[config.mk]
export PLATFORM = sky130hd
export DESIGN_NAME = ars_top
export DESIGN_NICKNAME = d
export VERILOG_FILES = /design/src/ars_pkg.sv /design/src/ars_tick.sv /design/src/ars_top.sv
export VERILOG_INCLUDE_DIRS = /design/src
export SDC_FILE = /design/constraint.sdc
export NUM_CORES = 1
export LEC_CHECK = 0
export BUFFER_PORTS_ARGS = -buffer_cell sky130_fd_sc_hd__buf_4
export CAP_MARGIN = 30
export CORE_AREA = 2 2 160 162
export DETAILED_ROUTE_END_ITERATION = 6
export DIE_AREA = 0 0 162 164
export SETUP_SLACK_MARGIN = 0.5
export SLEW_MARGIN = 20
export SYNTH_ARGS = -nofsm -noshare
export SYNTH_HDL_FRONTEND = slang
export SYNTH_SLANG_ARGS = --single-unit
[constraint.sdc]
create_clock -name mclk -period 3.8 [get_ports mclk]
set_clock_uncertainty 0.1 [all_clocks]
set_input_delay 0.76 -clock mclk [delete_from_list [all_inputs] [get_ports mclk]]
set_output_delay 0.76 -clock mclk [all_outputs]
set_load 0.05 [all_outputs]
[src/ars_defs.svh]
// ----------------------------------------------------------------------
// constants of the automatic restart supervisor
// ----------------------------------------------------------------------
// definitions only; included by the package and all modules but ars_partner
`ifndef ARS_DEFS_SVH
`define ARS_DEFS_SVH

// clock and timebase
`define ARS_CLK_NS      20
`define ARS_TICK_NS     1000000
`define ARS_PROVE_S     1
`define ARS_PROVE_MS    (`ARS_PROVE_S * 1000)

// register byte offsets
`define ARS_OFS_MODE    5'h00
`define ARS_OFS_LIMIT   5'h04
`define ARS_OFS_WAIT    5'h08
`define ARS_OFS_MON     5'h0c
`define ARS_OFS_STAT    5'h10
`define ARS_OFS_ISTAT   5'h14
`define ARS_OFS_IMASK   5'h18

// reset values (times in 1 ms ticks)
`define ARS_RST_MODE    5'h00
`define ARS_RST_LIMIT   8'h03
`define ARS_RST_WAIT    16'h03e8
`define ARS_RST_MON     16'hea60
`define ARS_RST_CRT     16'h0000

// restart mode codes
`define ARS_M_OFF       5'h00
`define ARS_M_ACK       5'h01
`define ARS_M_PF        5'h04
`define ARS_M_FLT       5'h06
`define ARS_M_PF_MAN    5'h0e
`define ARS_M_FLT_MAN   5'h10
`define ARS_M_ALL       5'h1a

// interrupt bit positions
`define ARS_IRQ_EXH     0
`define ARS_IRQ_ACK     1
`define ARS_IRQ_ON      2
`define ARS_IRQ_OK      3
`define ARS_IRQ_W       4

`endif

[src/ars_pkg.sv]
// ----------------------------------------------------------------------
// types of the automatic restart supervisor
// ----------------------------------------------------------------------
// needs ars_defs.svh on the include path
`include "ars_defs.svh"

package ars_pkg;

    // supervisor states
    typedef enum logic [2:0] {
        ARS_IDLE  = 3'b000,
        ARS_ACKW  = 3'b001,
        ARS_WAIT  = 3'b010,
        ARS_START = 3'b011,
        ARS_PROVE = 3'b100,
        ARS_RUN   = 3'b101,
        ARS_EXH   = 3'b110
    } ars_state_t;

    // software settings
    typedef struct packed {
        logic [4:0]  mode;
        logic [7:0]  limit;
        logic [15:0] wait_ms;
        logic [15:0] mon_ms;
        logic [15:0] crt_ms;
    } ars_cfg_t;

endpackage : ars_pkg

[src/ars_tick.sv]
// ----------------------------------------------------------------------
// millisecond tick prescaler
// ----------------------------------------------------------------------
// one pulse every DIV clocks; clock is mclk, reset async low
`timescale 1ns/10ps
`include "ars_defs.svh"

module ars_tick
    import ars_pkg::*;
#(
    parameter int DIV = `ARS_TICK_NS / `ARS_CLK_NS
)(
    input  wire logic mclk,
    input  wire logic arst_n,
    output logic      tick
);

    // refuse a divider the counter cannot serve
    generate
        if (DIV < 2 || DIV > 65536)
        begin : g_bad
            $error("ars_tick: DIV out of range");
        end
    endgenerate

    logic [15:0] div_r;
    logic        last_w;

    assign last_w = (div_r == 16'(DIV - 1));
    assign tick   = last_w;

    // free running divider
    always_ff @(posedge mclk or negedge arst_n)
    begin
        if (!arst_n)
            div_r <= 16'h0000;
        else
            div_r <= last_w ? 16'h0000 : div_r + 16'h0001;
    end

endmodule : ars_tick

[src/ars_top.sv]
// ----------------------------------------------------------------------
// automatic restart supervisor of a motor inverter
// ----------------------------------------------------------------------
// avalon-mm slave with waitrequest, one clock mclk at 50 MHz,
// event inputs are one-cycle pulses synchronous to mclk
//
// Functional notes
// - mode resets to 0, 0 is inactive
// - six restart modes supported besides 0
// - attempt limit resets to 3
// - limit used only in modes 4,6,14,16,26
// - each acknowledgement decrements attempt counter
// - limit 0 or 1 gives one attempt
// - limit n gives n attempts, then fault
// - reload counter after counter-reset time
// - reload after ramp stop and acknowledge
// - reload on changed limit or mode
// - wait time resets to 1.0 s
// - wait used only in modes 4,6,26
// - switch-on delayed by wait after fault
// - auto acknowledge per mode and run command
// - auto switch-on only with run command
// - success: no fault 1 s after magnetized
// - monitoring time expiry raises exhausted fault
//
// Local design decisions: the address map and the Avalon-MM slave port.
`timescale 1ns/10ps
`include "ars_defs.svh"

module ars_top
    import ars_pkg::*;
#(
    parameter int TICK_DIV = `ARS_TICK_NS / `ARS_CLK_NS
)(
    input  wire logic        mclk,
    input  wire logic        arst_n,
    input  wire logic [4:0]  avs_address,
    input  wire logic        avs_read,
    input  wire logic        avs_write,
    input  wire logic [3:0]  avs_byteenable,
    input  wire logic [31:0] avs_writedata,
    output logic [31:0]      avs_readdata,
    output logic             avs_waitrequest,
    input  wire logic        fault_evt,
    input  wire logic        power_fail_evt,
    input  wire logic        run_command,
    input  wire logic        ramp_stop_command,
    input  wire logic        manual_ack,
    input  wire logic        magnetizing_done_flag,
    output logic             auto_ack,
    output logic             auto_on_req,
    output logic             restart_exhausted_fault,
    output logic             irq
);

    // ------------------------------------------------------------------
    // registers and wires
    // ------------------------------------------------------------------
    ars_cfg_t                 cfg_r;
    ars_state_t               state_r, state_nxt;
    logic [7:0]               cnt_r, cnt_nxt;
    logic [15:0]              tmr_r, mon_cnt_r;
    logic                     mon_run_r, mon_run_nxt;
    logic [`ARS_IRQ_W-1:0]    ist_r, imask_r, ev_w;
    logic                     ack_r, auto_ack_r, auto_on_r, exh_r;
    logic [31:0]              rdata_r, rd_mux, wmask;
    logic                     tick, req, wr_go;
    logic                     m_ack, m_pf, m_flt, m_pfm, m_fltm, m_all;
    logic                     mode_on, lim_used, wait_used, manual;
    logic                     trig, ack_ok, ack_go, auto_ack_go;
    logic                     wait_done, prove_done, crt_done, mon_exp;
    logic [7:0]               lim_eff, lim_src, lim_rld;
    logic                     wr_mode, wr_lim, reload_chg;
    logic [4:0]               mode_wd;
    logic [7:0]               lim_wd;

    // ------------------------------------------------------------------
    // timebase
    // ------------------------------------------------------------------
    ars_tick #(
        .DIV    (TICK_DIV)
    ) u_tick (
        .mclk   (mclk),
        .arst_n (arst_n),
        .tick   (tick)
    );

    // ------------------------------------------------------------------
    // avalon slave: one wait cycle, then the answer
    // ------------------------------------------------------------------
    assign req             = avs_read | avs_write;
    assign avs_waitrequest = req & ~ack_r;
    assign wr_go           = avs_write & ack_r;
    assign wmask = {{8{avs_byteenable[3]}}, {8{avs_byteenable[2]}},
                    {8{avs_byteenable[1]}}, {8{avs_byteenable[0]}}};

    // read selection, unmapped reads as zero
    always_comb
    begin
        case (avs_address)
            `ARS_OFS_MODE:  rd_mux = {27'h0, cfg_r.mode};
            `ARS_OFS_LIMIT: rd_mux = {24'h0, cfg_r.limit};
            `ARS_OFS_WAIT:  rd_mux = {16'h0, cfg_r.wait_ms};
            `ARS_OFS_MON:   rd_mux = {cfg_r.crt_ms, cfg_r.mon_ms};
            `ARS_OFS_STAT:  rd_mux = {13'h0, mon_run_r, auto_on_r, exh_r,
                                      cnt_r, 5'h0, state_r};
            `ARS_OFS_ISTAT: rd_mux = {28'h0, ist_r};
            `ARS_OFS_IMASK: rd_mux = {28'h0, imask_r};
            default:        rd_mux = 32'h0000_0000;
        endcase
    end

    // handshake and read data
    always_ff @(posedge mclk or negedge arst_n)
    begin
        if (!arst_n)
        begin
            ack_r   <= 1'b0;
            rdata_r <= 32'h0000_0000;
        end
        else
        begin
            ack_r   <= req & ~ack_r;
            rdata_r <= (avs_read & ~ack_r) ? rd_mux : rdata_r;
        end
    end
    assign avs_readdata = rdata_r;

    // ------------------------------------------------------------------
    // settings
    // ------------------------------------------------------------------
    assign mode_wd = avs_byteenable[0] ? avs_writedata[4:0] : cfg_r.mode;
    assign lim_wd  = avs_byteenable[0] ? avs_writedata[7:0] : cfg_r.limit;
    assign wr_mode = wr_go & (avs_address == `ARS_OFS_MODE);
    assign wr_lim  = wr_go & (avs_address == `ARS_OFS_LIMIT);
    assign reload_chg = (wr_mode & (mode_wd != cfg_r.mode)) |
                        (wr_lim & (lim_wd != cfg_r.limit));

    // setting registers
    always_ff @(posedge mclk or negedge arst_n)
    begin
        if (!arst_n)
        begin
            cfg_r.mode    <= `ARS_RST_MODE;
            cfg_r.limit   <= `ARS_RST_LIMIT;
            cfg_r.wait_ms <= `ARS_RST_WAIT;
            cfg_r.mon_ms  <= `ARS_RST_MON;
            cfg_r.crt_ms  <= `ARS_RST_CRT;
        end
        else if (wr_go)
        begin
            if (wr_mode)
                cfg_r.mode <= mode_wd;
            if (wr_lim)
                cfg_r.limit <= lim_wd;
            if (avs_address == `ARS_OFS_WAIT)
                cfg_r.wait_ms <= (cfg_r.wait_ms & ~wmask[15:0])
                               | (avs_writedata[15:0] & wmask[15:0]);
            if (avs_address == `ARS_OFS_MON)
            begin
                cfg_r.mon_ms <= (cfg_r.mon_ms & ~wmask[15:0])
                              | (avs_writedata[15:0] & wmask[15:0]);
                cfg_r.crt_ms <= (cfg_r.crt_ms & ~wmask[31:16])
                              | (avs_writedata[31:16] & wmask[31:16]);
            end
        end
    end

    // ------------------------------------------------------------------
    // mode decode
    // ------------------------------------------------------------------
    assign m_ack     = (cfg_r.mode == `ARS_M_ACK);
    assign m_pf      = (cfg_r.mode == `ARS_M_PF);
    assign m_flt     = (cfg_r.mode == `ARS_M_FLT);
    assign m_pfm     = (cfg_r.mode == `ARS_M_PF_MAN);
    assign m_fltm    = (cfg_r.mode == `ARS_M_FLT_MAN);
    assign m_all     = (cfg_r.mode == `ARS_M_ALL);
    assign lim_used  = m_pf | m_flt | m_pfm | m_fltm | m_all;
    assign mode_on   = m_ack | lim_used;
    assign wait_used = m_pf | m_flt | m_all;
    assign manual    = m_pfm | m_fltm;
    assign lim_eff   = (cfg_r.limit == 8'h00) ? 8'h01 : cfg_r.limit;
    // a limit write reloads with the value being written, not the old one
    assign lim_src   = wr_lim ? lim_wd : cfg_r.limit;
    assign lim_rld   = (lim_src == 8'h00) ? 8'h01 : lim_src;

    // power-failure modes restart only on supply loss
    assign trig = lim_used & (power_fail_evt | (fault_evt & ~m_pf & ~m_pfm));

    // automatic acknowledge condition
    assign ack_ok = m_ack | m_all | ((m_pf | m_flt) & run_command);

    // timer comparisons in ms ticks
    assign wait_done  = ~wait_used | (tmr_r >= cfg_r.wait_ms);
    assign prove_done = (tmr_r >= 16'(`ARS_PROVE_MS));
    assign crt_done   = (tmr_r >= cfg_r.crt_ms);
    assign mon_exp    = mon_run_r & (cfg_r.mon_ms != 16'h0000)
                      & (mon_cnt_r >= cfg_r.mon_ms);

    // ------------------------------------------------------------------
    // restart sequencer
    // ------------------------------------------------------------------
    always_comb
    begin
        state_nxt   = state_r;
        cnt_nxt     = cnt_r;
        mon_run_nxt = mon_run_r;
        ack_go      = 1'b0;
        auto_ack_go = m_ack & (fault_evt | power_fail_evt);
        case (state_r)
            ARS_IDLE, ARS_START, ARS_PROVE, ARS_RUN:
            begin
                if (trig)
                begin
                    mon_run_nxt = 1'b1;
                    if (manual | ~ack_ok)
                        state_nxt = ARS_ACKW;
                    else
                        ack_go = 1'b1;
                end
                else if (state_r == ARS_START && magnetizing_done_flag)
                    state_nxt = ARS_PROVE;
                else if (state_r == ARS_PROVE && prove_done)
                begin
                    state_nxt   = ARS_RUN;
                    mon_run_nxt = 1'b0;
                end
                else if (state_r == ARS_RUN && crt_done)
                begin
                    state_nxt = ARS_IDLE;
                    cnt_nxt   = lim_eff;
                end
            end
            ARS_ACKW:
                ack_go = manual ? manual_ack : ack_ok;
            ARS_WAIT:
                if (wait_done && run_command)
                    state_nxt = ARS_START;
            ARS_EXH:
                if (manual_ack && ramp_stop_command)
                begin
                    state_nxt = ARS_IDLE;
                    cnt_nxt   = lim_eff;
                end
            default:
                state_nxt = ARS_IDLE;
        endcase
        if (ack_go)
        begin
            auto_ack_go = ~manual;
            if (cnt_r == 8'h00)
                state_nxt = ARS_EXH;
            else
            begin
                cnt_nxt   = cnt_r - 8'h01;
                state_nxt = ARS_WAIT;
            end
        end
        if (mon_exp && state_r != ARS_EXH)
            state_nxt = ARS_EXH;
        if (state_nxt == ARS_EXH || state_nxt == ARS_IDLE)
            mon_run_nxt = 1'b0;
        if (reload_chg)
            cnt_nxt = lim_rld;
        if (!mode_on)
        begin
            state_nxt   = ARS_IDLE;
            mon_run_nxt = 1'b0;
            auto_ack_go = 1'b0;
        end
    end

    // state, counters and outputs
    always_ff @(posedge mclk or negedge arst_n)
    begin
        if (!arst_n)
        begin
            state_r    <= ARS_IDLE;
            cnt_r      <= `ARS_RST_LIMIT;
            tmr_r      <= 16'h0000;
            mon_cnt_r  <= 16'h0000;
            mon_run_r  <= 1'b0;
            auto_ack_r <= 1'b0;
            auto_on_r  <= 1'b0;
            exh_r      <= 1'b0;
        end
        else
        begin
            state_r    <= state_nxt;
            cnt_r      <= cnt_nxt;
            mon_run_r  <= mon_run_nxt;
            auto_ack_r <= auto_ack_go;
            auto_on_r  <= (state_nxt == ARS_START) | (state_nxt == ARS_PROVE);
            exh_r      <= (state_nxt == ARS_EXH);
            // time in state, saturating
            if (state_nxt != state_r)
                tmr_r <= 16'h0000;
            else if (tick && tmr_r != 16'hffff)
                tmr_r <= tmr_r + 16'h0001;
            // monitoring time since the fault
            if (!mon_run_nxt || !mon_run_r)
                mon_cnt_r <= 16'h0000;
            else if (tick && mon_cnt_r != 16'hffff)
                mon_cnt_r <= mon_cnt_r + 16'h0001;
        end
    end

    assign auto_ack                = auto_ack_r;
    assign auto_on_req             = auto_on_r;
    assign restart_exhausted_fault = exh_r;

    // ------------------------------------------------------------------
    // interrupts: sticky status, write one to clear, set wins
    // ------------------------------------------------------------------
    assign ev_w[`ARS_IRQ_EXH] = (state_nxt == ARS_EXH) & ~exh_r;
    assign ev_w[`ARS_IRQ_ACK] = auto_ack_go;
    assign ev_w[`ARS_IRQ_ON]  = (state_nxt == ARS_START) & (state_r != ARS_START);
    assign ev_w[`ARS_IRQ_OK]  = (state_nxt == ARS_RUN) & (state_r == ARS_PROVE);

    always_ff @(posedge mclk or negedge arst_n)
    begin
        if (!arst_n)
        begin
            ist_r   <= '0;
            imask_r <= '0;
        end
        else
        begin
            if (wr_go && avs_address == `ARS_OFS_ISTAT && avs_byteenable[0])
                ist_r <= (ist_r & ~avs_writedata[`ARS_IRQ_W-1:0]) | ev_w;
            else
                ist_r <= ist_r | ev_w;
            if (wr_go && avs_address == `ARS_OFS_IMASK && avs_byteenable[0])
                imask_r <= avs_writedata[`ARS_IRQ_W-1:0];
        end
    end
    assign irq = |(ist_r & imask_r);
endmodule : ars_top

==> results_dict.tcl, run 1 <==
set metrics [dict create \
    dr.pass1.iters 5 \
    hold_slack_ps 167 \
    crit_path_end_kind "flip-flop" \
    path_buf_inv 2 \
    drtIter0Drc 552 \
    cp_slowest_cell "dfstp_2" \
    synth_edf_count 0 \
    path_max_fanout 8 \
    fillerInstances 2367 \
    cp_top_family "compound AO/OA/AOI/OAI gates" \
    report.final.hold_viol_count 0 \
    seq_area_frac_synth_pct 43.4 \
    ir_drop_v 0.000320 \
    antenna_found_initial 0 \
    area.growth.synth_to_final_pct 20.2 \
    fp.dieArea_mm2 0.0266 \
    grt_overflow_total 0 \
    ys.warnings.count 0 \
    switchingPower_mw 1.26 \
    slowest_delay_ps 560 \
    io_pins 88 \
    chipHeight_um 164 \
    setup_slack_ps 649 \
    leakage_nw 5.36 \
    row_count 58 \
    drc 0 \
    core_mm2 0.0248 \
    slew_violations 0 \
    setup_viol 0 \
    root_buffer "clkbuf_16" \
    drive_gt1_share_pct 21.6 \
    multi_input_area_mm2 0.00510 \
    synth.largest_area_cell "dfrtp_1" \
    routedWlPerCell_um 18.7 \
    numCtsBuffers 17 \
    cts_buffer_depth 2 \
    fin_crit_sh_pct 82.9 \
    status "finished clean" \
    synthCells 1032 \
    period_needed_ps 3150 \
    insertion_delay_ps 440 \
    ys_types 69 \
    cp-start-kind "flip-flop" \
    nets 1240 \
    final_util_pct 46.3 \
    powerDensity_mw_per_mm2 385 \
    cp.required_ps 4050 \
    cp_cell_sequence "inv_1 -> ha_1 -> o21a_1 -> o211ai_1 -> a211oi_1 -> a2111o_1 -> nand2_2 -> a311oi_1 -> a2111o_1 -> buf_6 -> nor3_2" \
    cts_sinks 165 \
    power.internal_mw 3.17 \
    crit_type "flip-flop to flip-flop" \
    synth_area_mm2 0.00956 \
    synth.most_common_cell "dfrtp_1" \
    synth.top_cell.area_share_pct 38.7 \
    place_congestion 0.918 \
    hpwl_um 20600 \
    max_freq_ghz 0.317 \
    grt_pass1_vias 7953 \
    grt_pass1_wl_um 43600 \
    drtAntennaViolNets 0 \
    portBuffers 87 \
    synthTopCellsByArea "dfrtp_1 39%, ha_1 7.1%, nand2_1 5.6%" \
    maxSlewHeadroom_pct 40.6 \
    vias 8068 \
    cp.arrival_ps 3400 \
    netSwitchingFraction_pct 28.5 \
    cpMostUsedCell "a2111o_1" \
    rsz0062_at_grt "yes" \
    setup_tns_ps 0 \
    viasPerCell 5.46 \
    worstMarginPinSlew_ps 883 \
    grt_usage_pct 21.2 \
    power_frac_seq_pct 45.2 \
    clock_power_share_pct 41.4 \
    grt_start_max_net_pins 66 \
    synthArstFlopShare_pct 100 \
    ff_latch_area_mm2 0.00416 \
    start_util_pct 38.5 \
    clk_pin_slew_ps 70 \
    totalWireLength_um 27600 \
    num_antenna_cells 0 \
    die_w_um 162 \
    synth_nets 1137 \
    synthTopCellsByCount "148 x dfrtp_1, 142 x nand2_1, 90 x o21ai_0, 77 x nor2_1, 65 x inv_1" \
    drv_cap 0 \
    hold_class "input port to async pin" \
    ys_seq_elements 165 \
    synth_top_flop_cell "dfrtp_1" \
    cts_tree "built" \
    place_ws_ps 305 \
    holdBufCountCts 0 \
    syn_area_per_cell_um2 9.27 \
    cts_max_level 4 \
    combPwrFrac_pct 13.4 \
]
==> logic make-up after synthesis <==
kind of cell | after synthesis | synth area share, %
AOI/OAI and AO/OA | 223 | 15.1
xor gates and xnor gates | 57 | 5.22
adders and majority gates | 54 | 7.06
buffers and inverters | 104 | 4.34
DFF | 165 | 43.4
muxes | 49 | 5.53
and+or+nand+nor | 380 | 19.3
==> worst paths after layout <==
path | start | to | slack (ps) | cells past startpoint
max | flip-flop | tmr_r[11] | 650 | 11
min | arst_n | u_tick.div_r[9] | 170 | 1
max reg2reg | flip-flop | tmr_r[11] | 650 | 11
min reg2reg | u_tick.div_r[0] | u_tick.div_r[0] | 360 | 1
max in group asynchronous | arst_n | async pin | 2630 | 2
min in group mclk | u_tick.div_r[0] | u_tick.div_r[0] | 360 | 1
==> per-layer routing <==
metal	GRT usage [%]	vias up	part of all wire (%)	routed length [um]
met5	0	-	0	0
met4	7.24	0	2.4	675
met3	3.36	45	4.8	1330
met2	34.9	208	48	13100
met1	28.6	3958	45	12500
li1	-	3857	-	-
==> placed cells by master, fill, tap and decap left out, drive strengths merged, types with 15 or more instances in the layout <==
cell	count
dfrtp	148
nand2	143
buf	123
o21ai	90
nor2	78
inv	69
ha	54
a21oi	43
xor2	33
nor3	33
mux2	31
nand3	29
xnor2	24
clkbuf	19
nand4	18
mux2i	18
and3	17
dfstp	17
o31ai	15
==> power by group through the flow <==
stage                     combinational (mW)  clock [mW]  sequential [mW]
after CTS                              0.585        1.86             2.00
after floorplan                        0.356           0             1.99
final                                  0.594        1.83             2.00
after detailed placement               0.581           0             2.03
after global routing                   0.663        1.93             2.01
after global placement                 0.569           0             2.03
==> through the flow <==
step | cells | power, mW | cell area, um2
4_1_cts | 1465 | 4.44 | 11300
3_5_place_dp | 1433 | 2.61 | 10700
6_report | 1478 | 4.43 | 11500
5_1_grt | 1478 | 4.61 | 11500
2_1_floorplan | 1032 | 2.35 | 9560
3_3_place_gp | 1433 | 2.60 | 10700
==> repair_timing <==
item | CTS | global route
pin swaps | 1 | 3
hold endpoints to repair | 0 | 0
buffers inserted | 0 | 13
resized for setup | 5 | 22
endpoints found under the setup margin | 16 | 31
==> layout make-up <==
type	instances	area share, %
inverters	65	2.12
clock inverters	13	1.49
clock buffers	19	3.85
repair buffers	123	8.35
well taps	330	3.59
flip-flops and latches	165	36.2
multi-input cells	763	44.4
==> worst reg2reg max path, delay by kind of cell (launching register included) <==
family                   cells  cell delay (ps)
AO/OA/AOI/OAI                6             1500
adder cells (fa/ha/maj)      1              290
AND/OR/NAND/NOR              2              330
buffers and inverters        2              290
flip-flops                   1              560
Note: power is estimated with default switching activity, not from simulation.
==> run 2: changes to the inputs <==
==> constraint.sdc (replaced) <==
create_clock -name mclk -period 2.97 [get_ports mclk]
set_clock_uncertainty 0.1 [all_clocks]
set_input_delay 0.594 -clock mclk [delete_from_list [all_inputs] [get_ports mclk]]
set_output_delay 0.594 -clock mclk [all_outputs]
set_load 0.05 [all_outputs]
==> results_dict.tcl, run 2 (synthesized netlist as in run 1, its figures left out) <==
set metrics [dict create \
    numCtsBuffers 17 \
    final_common_cell "buf_4" \
    path_max_fanout 6 \
    cts_buffer_depth 2 \
    period_needed_ps 3020 \
    vias 8259 \
    drtIter0Drc 604 \
    grt_pass1_wl_um 44400 \
    cp.arrival_ps 3250 \
    powerDensity_mw_per_mm2 460 \
    nets 1307 \
    drtAntennaViolNets 0 \
    fin_crit_sh_pct 102 \
    drc 0 \
    cp.required_ps 3210 \
    area.growth.synth_to_final_pct 30.5 \
    grt_overflow_total 0 \
    antenna_found_initial 0 \
    setup_slack_ps -49.3 \
    portBuffers 87 \
    viasPerCell 5.35 \
    crit_type "flip-flop to flip-flop" \
    grt_start_max_net_pins 62 \
    power.internal_mw 4.06 \
    num_antenna_cells 0 \
    setup_viol 19 \
    maxSlewHeadroom_pct 40.9 \
    routedWlPerCell_um 18.5 \
    drv_cap 0 \
    chipHeight_um 164 \
    die_w_um 162 \
    clk_pin_slew_ps 70 \
    cts_tree "built" \
    placed_area_mm2 0.0112 \
    cts_max_level 4 \
    row_count 58 \
    core_mm2 0.0248 \
    leakage_nw 5.72 \
    root_buffer "clkbuf_16" \
    place_congestion 0.911 \
    cp-start-kind "flip-flop" \
    netSwitchingFraction_pct 29.5 \
    hpwl_um 21600 \
    crit_path_end_kind "flip-flop" \
    max_freq_ghz 0.331 \
    rsz0062_at_grt "yes" \
    io_pins 88 \
    placed_cells 1493 \
    clock_power_share_pct 39.1 \
    slew_violations 0 \
    violations "negative setup slack" \
    dr.pass1.iters 5 \
    fp.dieArea_mm2 0.0266 \
    report.final.hold_viol_count 0 \
    power_frac_seq_pct 44.2 \
    stdcell_area_mm2 0.0125 \
    holdBufCountCts 0 \
    grt_pass1_vias 8001 \
    cts_sinks 165 \
    totalWireLength_um 28600 \
    insertion_delay_ps 440 \
    worstMarginPinSlew_ps 886 \
    combPwrFrac_pct 16.7 \
    start_util_pct 38.5 \
    status "complete, but fails checks" \
    hold_class "input port to async pin" \
    grt_usage_pct 21.8 \
    ir_drop_v 0.000433 \
    drive_gt1_share_pct 30.8 \
    instances_no_fill 1545 \
    switchingPower_mw 1.69 \
    final_cell_mix "176 x buf_4, 145 x dfrtp_1, 137 x nand2_1" \
]
run 2: cell types whose count changed in the layout (fill, tap and decap cells not counted), moves of 7 or more:
cell     delta
nor3_4      +7
o21ai_0    -16
buf_4      +58
o21ai_1     +9
nor3_1      -7
run 2: worst max-delay path: stages, from the launching register on:
cell	delay (ps)
dfstp_2	540
inv_2	60
ha_4	230
o21a_1	90
o211ai_1	240
a211oi_2	120
a2111o_1	440
nand2_2	130
a311oi_2	100
a2111o_2	560
nor4b_2	300
run 2: area by class of cell:
type / count / area [um2]
timing repair buffer: 190 / 1540
sequential: 165 / 4150
multi-input combinational: 763 / 5550
clock inverter: 15 / 168
fill: 2298 / 12300
tap: 330 / 413
clock buffer: 17 / 425
inverter: 65 / 244
run 2: repair_timing:
item,4_1_cts,5_1_grt
pin swaps,16,15
cloned,0,1
setup buffers,8,11
setup endpoints to repair,48,50
resized for setup,39,74
run 2: path summary, 6_finish.rpt:
check	start	endpoint	slack, ps	cells after the start
max	flip-flop	tmr_r[1]	-50	10
min	arst_n	u_tick.div_r[9]	20	1
max reg2reg	flip-flop	tmr_r[1]	-50	10
min reg2reg	u_tick.div_r[0]	u_tick.div_r[0]	360	1
max in group asynchronous	arst_n	cnt_r[5]	1920	2
min in group mclk	avs_writedata[19]	flip-flop	290	2
run 2: per-stage QoR:
| stage | power (mW) | util (%) | setup TNS [ps] | hold WS (ps) | setup WS (ps) |
|---|---|---|---|---|---|
| floorplan | 3.01 | - | 0 | 198 | 227 |
| global placement | 3.40 | 45.3 | -4.47 | 350 | -4.47 |
| detailed placement | 3.42 | 45.3 | -545 | 353 | -66.1 |
| CTS | 5.70 | 48.5 | -185 | 53.2 | -65.3 |
| global route | 6.01 | 50.3 | -3690 | 62.2 | -159 |
| finish | 5.75 | 50.3 | -368 | 19.9 | -49.3 |
run 2: power groups by stage:
stage | combinational (mW) | clock (mW) | sequential (mW)
2_1_floorplan | 0.464 | 0 | 2.55
3_3_place_gp | 0.826 | 0 | 2.57
3_5_place_dp | 0.840 | 0 | 2.58
4_1_cts | 0.874 | 2.29 | 2.54
5_1_grt | 1.06 | 2.39 | 2.56
6_report | 0.958 | 2.25 | 2.54
run 2: layer usage:
layer / wire, um / vias to the layer above / global-route usage (%)
met3: 1370 / 38 / 3.48
li1: - / 4010 / -
met2: 13600 / 213 / 35.8
met4: 595 / 0 / 7.08
met1: 13000 / 3998 / 29.5
met5: 0 / - / 0
==> run 3: changes to the inputs <==
==> constraint.sdc (replaced) <==
create_clock -name mclk -period 2.8 [get_ports mclk]
set_clock_uncertainty 0.1 [all_clocks]
set_input_delay 0.56 -clock mclk [delete_from_list [all_inputs] [get_ports mclk]]
set_output_delay 0.56 -clock mclk [all_outputs]
set_load 0.05 [all_outputs]
==> results_dict.tcl, run 3 (synthesized netlist as in run 1, its figures left out) <==
set metrics [dict create \
    status "complete, but fails checks" \
    violations "negative hold slack, negative setup slack" \
    drtAntennaViolNets 0 \
    r2r_start "cfg_r[60]" \
    numCtsBuffers 17 \
    final_cell_mix "219 x buf_4, 145 x dfrtp_1, 137 x nand2_1" \
    drive_gt1_share_pct 34.0 \
    cts_buffer_depth 2 \
    antenna_found_initial 0 \
    row_count 58 \
    p_total_mw 6.03 \
    report.final.hold_viol_count 4 \
    clock_power_share_pct 37.0 \
    grt_pass1_wl_um 45300 \
    instances_no_fill 1599 \
    grt_overflow_total 0 \
    dr.pass1.iters 5 \
    ir_drop_v 0.000380 \
    cp-start-kind "flip-flop" \
    routedWlPerCell_um 18.1 \
    hold_slack_ps -7.38 \
    cts_sinks 165 \
    insertion_delay_ps 440 \
    num_antenna_cells 0 \
    chipHeight_um 164 \
    drtIter0Drc 627 \
    leakage_nw 5.97 \
    crit_type "flip-flop to flip-flop" \
    nets 1361 \
    vias 8548 \
    netSwitchingFraction_pct 30.5 \
    fillerInstances 2281 \
    slowest_delay_ps 570 \
    worstMarginPinSlew_ps 703 \
    powerDensity_mw_per_mm2 468 \
    grt_start_max_net_pins 58 \
    hold_class "input port to async pin" \
    totalWireLength_um 29000 \
    grt_usage_pct 22.1 \
    drv_cap 0 \
    final_util_pct 51.9 \
    area.growth.synth_to_final_pct 34.6 \
    grt_pass1_vias 8349 \
    switchingPower_mw 1.84 \
    maxSlewHeadroom_pct 53.1 \
    io_pins 88 \
    setup_slack_ps -158 \
    max_freq_ghz 0.338 \
    die_w_um 162 \
    power_frac_seq_pct 44.6 \
    cts_max_level 4 \
    period_needed_ps 2960 \
    cts_tree "built" \
    slew_violations 0 \
    hpwl_um 21800 \
    drc 0 \
    portBuffers 87 \
    holdBufCountCts 0 \
    combPwrFrac_pct 18.4 \
    cp_cell_sequence "or4b_4 -> a21oi_4 -> nor2_4 -> o41ai_4 -> nand2_2 -> a32o_1 -> a2111o_1 -> buf_12 -> nor4b_2" \
    cp.required_ps 3050 \
    r2r-end "tmr_r[1]" \
    core_mm2 0.0248 \
    crit_path_end_kind "flip-flop" \
    ff2ff_path_depth 9 \
    placed_cells 1543 \
    cp_slowest_cell "or4b_4" \
    fp.dieArea_mm2 0.0266 \
    clk_pin_slew_ps 70 \
    cp.arrival_ps 3200 \
    power.internal_mw 4.19 \
    place_congestion 0.929 \
    root_buffer "clkbuf_16" \
    rsz0062_at_grt "yes" \
    setup_viol 32 \
    final_common_cell "buf_4" \
    viasPerCell 5.35 \
    start_util_pct 38.5 \
    ff2ff_setup_slack_ps -160 \
    path_max_fanout 16 \
    fin_crit_sh_pct 106 \
]
-- run 3: worst max path at each step --
stage / from / endpoint / slack [ps] / cells past startpoint
floorplan: cfg_r[57] / tmr_r[10] / 60 / 10
finish: cfg_r[60] / tmr_r[1] / -160 / 9
global route: flip-flop / tmr_r[6] / -270 / 11
detailed placement: flip-flop / tmr_r[6] / -290 / 11
global placement: flip-flop / tmr_r[1] / -240 / 11
CTS: flip-flop / tmr_r[1] / -80 / 11
-- run 3: metal layers --
layer / up-vias / wire length (um) / global-route usage, %
met4: 0 / 504 / 6.60
li1: 4110 / - / -
met1: 4127 / 13000 / 30.2
met5: - / 0 / 0
met3: 33 / 1760 / 3.71
met2: 278 / 13800 / 36.1
-- run 3: per-stage QoR --
stage	cell area (um2)	worst slack, ps	setup TNS, ps
after floorplan	9670	57.0	0
after global placement	11600	-242	-5810
after detailed placement	11600	-289	-7590
after CTS	12600	-79.7	-1030
after global routing	12900	-274	-6070
final	12900	-158	-2640
-- run 3: critical path: cells and delay by family (launching register included) --
kind / cells / cell delay, ps
buffers and inverters: 1 / 180
and+or+nand+nor: 4 / 970
AOI/OAI and AO/OA: 4 / 1170
DFF: 1 / 450
-- run 3: cell type report --
cell class | instances | area, um2 | area share, %
Sequential cell | 165 | 4150 | 32.3
Multi-Input combinational cell | 763 | 5530 | 42.9
Clock buffer | 17 | 425 | 3.30
Inverter | 65 | 246 | 1.91
Timing Repair Buffer | 244 | 1990 | 15.4
Clock inverter | 15 | 119 | 0.923
Tap cell | 330 | 413 | 3.21
-- run 3: what timing repair did --
item,CTS,global route
gates resized for setup,76,52
setup endpoints to repair,51,51
buffers inserted,15,8
cloned,0,1
pin swaps,15,21
-- run 3: power groups by stage --
stage	logic (mW)	registers (mW)	clock network, mW
final	1.11	2.69	2.23
after CTS	1.06	2.68	2.26
after detailed placement	0.971	2.72	0
after global placement	0.957	2.72	0
after global routing	1.21	2.71	2.36
after floorplan	0.492	2.70	0
